### config.mk
export PLATFORM = sky130hd
export DESIGN_NAME = ccms_top
export DESIGN_NICKNAME = d
export VERILOG_FILES = /design/src/hw/ccms_pkg.sv /design/src/hw/ccms_sync.sv /design/src/hw/ccms_top.sv
export SDC_FILE = /design/constraint.sdc
export NUM_CORES = 1
export LEC_CHECK = 0
export BUFFER_PORTS_ARGS = -buffer_cell sky130_fd_sc_hd__buf_2
export CORE_ASPECT_RATIO = 0.7
export CORE_UTILIZATION = 40
export CTS_CLUSTER_DIAMETER = 100
export DETAILED_ROUTE_END_ITERATION = 8
export SLEW_MARGIN = 20
export SYNTH_ARGS = -nofsm -noshare
export SYNTH_HDL_FRONTEND = slang
export SYNTH_HIERARCHICAL = 1
export SYNTH_SLANG_ARGS = --single-unit
### constraint.sdc
create_clock -name i_clk -period 3.6 [get_ports i_clk]
set_input_delay 0.18 -clock i_clk [delete_from_list [all_inputs] [get_ports i_clk]]
set_output_delay 0.18 -clock i_clk [all_outputs]
set_load 0.02 [all_outputs]
### src/hw/ccms_pkg.sv
// package: constants for the cpu clock mode select block
package ccms_pkg;
  localparam int unsigned CFG_W            = 3;
  localparam logic [2:0]  CFG_PRESCALE     = 3'h1;  // divide by two
  localparam logic [2:0]  CFG_DIRECT       = 3'h3;  // direct drive, pll off
  localparam logic [2:0]  CFG_RST_VAL      = 3'h7;  // pins float high without pull-downs
  localparam int unsigned SYNC_STAGES      = 2;
  localparam real         CLK_PERIOD_NS    = 10.0;
  localparam real         OSC_PERIOD_MIN_NS = 31.0; // fastest input in prescaler mode
  localparam int unsigned OSC_MIN_CYCLES   = (OSC_PERIOD_MIN_NS / CLK_PERIOD_NS) < 1.0 ? 1 :
                                             int'($floor(OSC_PERIOD_MIN_NS / CLK_PERIOD_NS));
  typedef enum logic [2:0] {
    CCMS_MODE_NONE     = 3'b001,
    CCMS_MODE_PRESCALE = 3'b010,
    CCMS_MODE_DIRECT   = 3'b100
  } ccms_mode_t;
endpackage

### src/hw/ccms_sync.sv
// two-stage synchroniser for pin levels
module ccms_sync
  import ccms_pkg::*;
#(
  parameter int unsigned W = 1
) (
  input  wire logic         i_clk,
  input  wire logic         i_rst,
  input  wire logic         i_ce,
  input  wire logic [W-1:0] i_d,
  output logic      [W-1:0] o_q
);
  logic [W-1:0] meta_reg;
  logic [W-1:0] q_reg;

  // first stage feeds only the second stage
  always_ff @(posedge i_clk or posedge i_rst) begin
    if (i_rst) begin
      meta_reg <= '0;
      q_reg    <= '0;
    end else if (i_ce) begin
      meta_reg <= i_d;
      q_reg    <= meta_reg;
    end
  end

  assign o_q = q_reg;
endmodule // ccms_sync

### src/hw/ccms_top.sv
// cpu clock generator with reset-time mode selection
// How it works
// RULE1: mode code is taken from three config pins while reset is active.
// RULE2: code 001 gives cpu clock at half the oscillator rate.
// RULE3: in prescaler mode each phase lasts one full oscillator period.
// RULE4: code 011 disables pll and runs cpu clock straight from oscillator.
// RULE5: in direct mode cpu phases follow oscillator high and low times.
// RULE6: in direct mode two consecutive phases span one oscillator period.
// RULE7: board must present only 001 or 011; other codes are reserved.
// RULE8: both cpu clock edges are flagged as phase events.
// RULE9: mode latched at reset release and held until next reset.
module ccms_top
  import ccms_pkg::*;
(
  input  wire logic             i_clk,
  input  wire logic             i_rst,
  input  wire logic             i_ce,
  input  wire logic             i_oscillator_input,
  input  wire logic [CFG_W-1:0] i_clock_mode_config_pins,
  output logic                  o_cpu_clk,
  output logic                  o_clock_phase_edge,
  output logic                  o_clock_phase_rise,
  output logic                  o_pll_enable,
  output logic                  o_mode_prescale,
  output logic                  o_mode_direct,
  output logic                  o_mode_reserved,
  output logic [CFG_W-1:0]      o_clock_mode_config_bits
);
  logic [CFG_W-1:0] cfg_sync;
  logic             osc_sync;
  logic             mode_prescale_reg;
  logic             mode_direct_reg;
  logic             mode_reserved_reg;
  logic             pll_en_reg;
  logic             osc_prev_reg;
  logic             cpu_clk_reg;
  logic             cpu_clk_next;
  logic             edge_reg;
  logic             rise_reg;
  logic [CFG_W-1:0] cfg_reg;
  ccms_mode_t       mode_reg;
  ccms_mode_t       mode_next;
  logic             osc_rise;
  logic             mode_locked_reg;

  // pins come from the board, so both pass two flops first
  ccms_sync #(.W(CFG_W + 1)) u_sync (
    .i_clk (i_clk),
    .i_rst (1'b0),
    .i_ce  (i_ce),
    .i_d   ({i_clock_mode_config_pins, i_oscillator_input}),
    .o_q   ({cfg_sync, osc_sync})
  );

  // decode of the code sampled under reset; reserved codes leave the clock stopped
  // limitation: the oscillator is sampled, so each of its phases needs one system clock or more
  assign osc_rise  = osc_sync & ~osc_prev_reg;
  assign mode_next = (cfg_reg == CFG_PRESCALE) ? CCMS_MODE_PRESCALE :  // RULE2
                     (cfg_reg == CFG_DIRECT)   ? CCMS_MODE_DIRECT   :  // RULE4
                                                  CCMS_MODE_NONE;       // RULE7
  always_comb begin
    unique case (mode_reg)
      CCMS_MODE_PRESCALE: cpu_clk_next = osc_rise ? ~cpu_clk_reg : cpu_clk_reg;  // RULE3
      CCMS_MODE_DIRECT:   cpu_clk_next = osc_sync;                               // RULE5 RULE6
      CCMS_MODE_NONE:     cpu_clk_next = 1'b0;
    endcase
  end

  // the sampler runs during reset itself; an async reset would hide the pins
  always_ff @(posedge i_clk) begin
    if (i_ce && i_rst) begin
      cfg_reg <= cfg_sync;  // RULE1
    end
  end

  // mode is taken from the last value seen under reset and then frozen;
  // the flags are registered copies so every mode output leaves a flop
  always_ff @(posedge i_clk or posedge i_rst) begin
    if (i_rst) begin
      mode_reg          <= CCMS_MODE_NONE;
      mode_locked_reg   <= 1'b0;
      mode_prescale_reg <= 1'b0;
      mode_direct_reg   <= 1'b0;
      mode_reserved_reg <= 1'b1;
      pll_en_reg        <= 1'b0;
    end else if (i_ce) begin
      pll_en_reg <= 1'b0;  // RULE4
      if (!mode_locked_reg) begin
        mode_reg          <= mode_next;  // RULE9
        mode_prescale_reg <= mode_next == CCMS_MODE_PRESCALE;
        mode_direct_reg   <= mode_next == CCMS_MODE_DIRECT;
        mode_reserved_reg <= mode_next == CCMS_MODE_NONE;
        mode_locked_reg   <= 1'b1;  // RULE9
      end
    end
  end

  // clock and phase-edge outputs
  always_ff @(posedge i_clk or posedge i_rst) begin
    if (i_rst) begin
      osc_prev_reg <= 1'b0;
      cpu_clk_reg  <= 1'b0;
      edge_reg     <= 1'b0;
      rise_reg     <= 1'b0;
    end else if (i_ce) begin
      osc_prev_reg <= osc_sync;
      cpu_clk_reg  <= cpu_clk_next;
      edge_reg     <= cpu_clk_next ^ cpu_clk_reg;     // RULE8
      rise_reg     <= cpu_clk_next & ~cpu_clk_reg;    // RULE8
    end
  end

  assign o_cpu_clk                = cpu_clk_reg;
  assign o_clock_phase_edge       = edge_reg;
  assign o_clock_phase_rise       = rise_reg;
  assign o_pll_enable             = pll_en_reg;  // RULE4
  assign o_mode_prescale          = mode_prescale_reg;
  assign o_mode_direct            = mode_direct_reg;
  assign o_mode_reserved          = mode_reserved_reg;
  assign o_clock_mode_config_bits = cfg_reg;
endmodule // ccms_top

### Word-level counts from Yosys, hierarchy flattened

Cells that the tools add are included.

| word-level totals | value |
|---|---|
| register bits after elaboration | 22 |
| latch bits | 0 |
| memory bits (writable) | 0 |
| ROM bits | 0 |
| input bits | 7 |
| output and inout port bits | 10 |
| word-level logic and storage cells | 32 |
| memories | 0 |

| cells by class | value |
|---|---|
| add/subtract/negate cells | 0 |
| $mul | 0 |
| divide/modulo/power cells | 0 |
| magnitude comparators | 0 |
| equal/unequal tests | 8 |
| shift-type cells | 0 |
| muxes and demuxes | 4 |
| bitwise logic cells | 6 |
| reduce and logical (&&, ||, !) cells | 2 |

Operators with widths:

| cell | count |
|---|---|
| 3-bit by 1-bit == test with 1-bit output (second input constant) | 3 |
| 3-bit by 2-bit == test with 1-bit output (second input constant) | 3 |
| 3-bit == test (second input constant) | 2 |
| 3-bit 2-to-1 mux | 2 |
| 1-bit NOT | 3 |
| 1-bit one-hot mux with 3 select lines | 1 |
| 1-bit bitwise AND | 2 |
| 2-bit AND reduction | 1 |
| 1-bit logical AND | 1 |
| 1-bit 2-to-1 mux | 1 |
| 1-bit XOR | 1 |

### Depth between registers and ports, before layout

| logic depth | value |
|---|---|
| word-level depth | 5 |
| mapped depth | 5 |
| gate-level depth less buffers | 5 |

### Cells and area by module

Netlist, hierarchy kept.

Modules (own cells, without submodules):

| module | instances | cells each | area an instance (um2) | seq. area each (um2) |
|---|---|---|---|---|
| ccms_top | 1 | 42 | 534.3 | 316.6 |
| ccms_sync | 1 | 18 | 335.3 | 200.2 |

### Least setup slack after synthesis

No wires, ideal clock.

| timing path | value |
|---|---|
| path kind | reg2reg |
| start | register, netlist name o_mode_direct |
| end | register rise_reg (netlist: o_clock_phase_rise) |
| library setup time | 125 ps |
| data arrival time | 1548 ps |
| data required time | 3475 ps |
| setup slack | 1927 ps |
| cell stages (with the launch flop) | 6 |
| buffers on the path | 0 |
| period minus slack after synthesis | 1673 ps |
| cells stage by stage | dfrtp_1 -> or3b_1 -> a21oi_1 -> a211oi_1 -> ha_1 -> mux2_2 |

RTL lines:

| element | line | text |
|---|---|---|
| end signal: assignment | ccms_top.sv:109 | `rise_reg <= cpu_clk_next & ~cpu_clk_reg;` |
| end: declaration | ccms_top.sv:39 | `logic rise_reg;` |

==> impl_metrics.ini <==
[outcome]
status = finished, violations left
violations = DRC

[timing]
post-route-period-util = 0.460
final_hold_viol_count = 0
min_period_ns = 1.66
slew_viol_final = 0
rsz0062_at_grt = no
fin_skew_ns = 0.00994
achievable-frequency_mhz = 604
tns_ns = 0
setup_viol_count_final = 0

[yosys]
synth_xor_xnor_area_share = 0
synthMuxAreaShare = 0.176
synth_top_area_frac = 0.460
synthCells = 60
synth_cell_types = 26
netlist_area_sq_um = 870
synth_top_family_by_area = multiplexers
yosysSeqAreaShare = 0.594
synth_most_common_cell = dfrtp_1
synth.area.top_cells = dfrtp_1 (46%), mux2_4 (14%), edfxtp_1 (10%)
synth-simple-area-share = 0.0705
synthTopCellsByCount = dfrtp_1 (16), mux2_4 (8), inv_1 (5)
ys_seq_elements = 20
synth_top_flop_cell = dfrtp_1
yosys_warnings = 6
synth.avg_cell_area_sq_um = 14.5
async_reset_ff_frac = 0.850
synthAdderAreaFrac = 0.0144
synth_edf_count = 3
synth_area_leader_cell = dfrtp_1
synth_compound_area_frac = 0.0849

[cts]
cts_tree = yes
cts_buffer_depth = 2
clock_sinks = 20
cts.repair.resized = 0
clock-root-buffer = clkbuf_4
path_clk_slew_ns = 0.11
clk_latency_ns = 0.30
htree_levels = 1
numCtsBuffers = 3
cts_setup_buffers = 0

[floorplanning]
initial_core_util = 0.446
io_pins = 17
row_count = 13
core_area_sq_mm = 0.00195
die_w_um = 57.7
die_area_sq_mm = 0.00237
die_h_um = 41.0

[power]
intPower_uw = 355
power_uw = 493
p_per_area_mw_per_mm2 = 502
p_sw_frac = 0.279
power_frac_clock = 0.217
netSwitchingPower_uw = 137
irDropWorstVdd_uv = 236
pwr-share-seq = 0.571
comb_power_share = 0.212
p_leak_uw = 0.000478

[detailed_routing]
met1_length_um = 622
drtIter0Drc = 15
wirelength_um = 1290
wl_met2_um = 552
routed-via-count = 498
firstDrtPassIters = 5
wl_per_cell_um = 12.9
routed.top_layer = met4
viasPerCell = 4.98
drcViolationCount = 2
wl_met3_um = 97
detail-route-antenna-nets = 0

[final_layout]
antenna_cells = 0
num-fill-cells = 176
drive_gt1_frac = 0.410
fin_area_sq_um = 982
fin_nets = 87
area_delta_synth_final_pct = 12.9

[placement]
io_buffers = 15
place_congestion = 0.759
placed_area_sq_um = 946
hpwl_um = 916

[critical_path]
crit_fanout = 5
criticalPathCategory = reg -> reg
cp_data_arrival_time_ns = 1.85
cp.required_ns = 3.80
critPathLaunchType = flip-flop
crit_path_end_kind = flip-flop

[global_route]
grt_antenna_before_repair = 0
grt_pass1_vias = 489
grt_max_degree = 17
grt_use_total = 0.139
grt_remaining_overflow = 0
grt_pass1_wl_um = 2220

[flow_run]
drv_cap = 0

[hold_path]
hold_path.class = in -> reg
area by class of cell:
type                    instances  area [sq um]  area share
multi-input cells              33           308       0.313
inverters                       5          18.8      0.0191
clock buffers                   4          26.3      0.0268
repair buffers                 16          85.1      0.0866
flip-flops and latches         20           517       0.526
well taps                      22          27.5      0.0280
timing repair:
action | 4_1_cts | 5_1_grt
endpoints found under the setup margin | 0 | 0
endpoints found under the hold margin | 8 | 0
hold buffers | 1 | 0
worst max-delay path: stages (launching register included):
cell and delay, ns:
dfrtp_1 0.43, or3b_1 0.38, a21oi_1 0.23, a211oi_1 0.09, ha_1 0.18, mux2_2 0.25
cell usage in the layout, fill, tap and decap left out, types with 2 or more instances in the layout:
| cell | netlist | layout |
|---|---|---|
| nor2_1 | 2 | 2 |
| a21oi_1 | 2 | 2 |
| inv_1 | 5 | 5 |
| dfrtp_1 | 16 | 16 |
| mux2_2 | 2 | 2 |
| edfxtp_1 | 3 | 3 |
| conb_1 | 1 | 2 |
| clkbuf_4 | 0 | 3 |
| buf_2 | 0 | 15 |
| a21o_1 | 2 | 2 |
| nand2b_1 | 2 | 2 |
| mux2_4 | 8 | 8 |
stage by stage:
step                utilization  instances  hold slack, ns  setup WS [ns]
detailed placement        0.485         95           0.179           1.95
global placement          0.485         95           0.176           1.99
global route              0.503        100          0.0873           1.83
floorplan                     -         61         0.00720           1.93
finish                    0.503        100           0.110           1.94
CTS                       0.503        100          0.0963           1.93
power by group through the flow:
stage	Combinational (uW)	Sequential, uW	Clock, uW
final	104	281	107
after global routing	117	287	127
after CTS	106	282	114
after detailed placement	104	286	0
after global placement	104	285	0
after floorplan	61.0	302	0
final timing paths:
kind                            slack, ns                               endpoint                 startpoint  cells past startpoint
worst max-delay path                 1.94         o_clock_phase_rise$_DFFE_PP0P_  o_mode_direct$_DFFE_PP0P_                      5
worst min-delay path                 0.11         u_sync/meta_reg[0]$_DFFE_PP0P_         i_oscillator_input                      2
worst max register to register       1.94         o_clock_phase_rise$_DFFE_PP0P_  o_mode_direct$_DFFE_PP0P_                      5
worst min register to register       0.45  o_clock_mode_config_bits[1]$_DFFE_PP_  u_sync/o_q[2]$_DFFE_PP0P_                      0
max in group asynchronous            2.91            o_mode_reserved$_DFFE_PP1P_                      i_rst                      3
min in group asynchronous            0.39                mode_reg[1]$_DFFE_PP0P_                      i_rst                      3
layer usage:
metal  vias to the layer above  global-route usage
met4                         0              0.0714
li1                        242                   -
met2                        15               0.227
met1                       239               0.156
met5                         -                   0
met3                         2              0.0726
cell families after synthesis:
family / after synthesis
compound gates: 9
fa+ha+maj: 1
buf+inv: 8
flops: 20
mux: 11
other cells: 1
simple gates: 10
No activity file was read; power rests on OpenSTA's default activity.
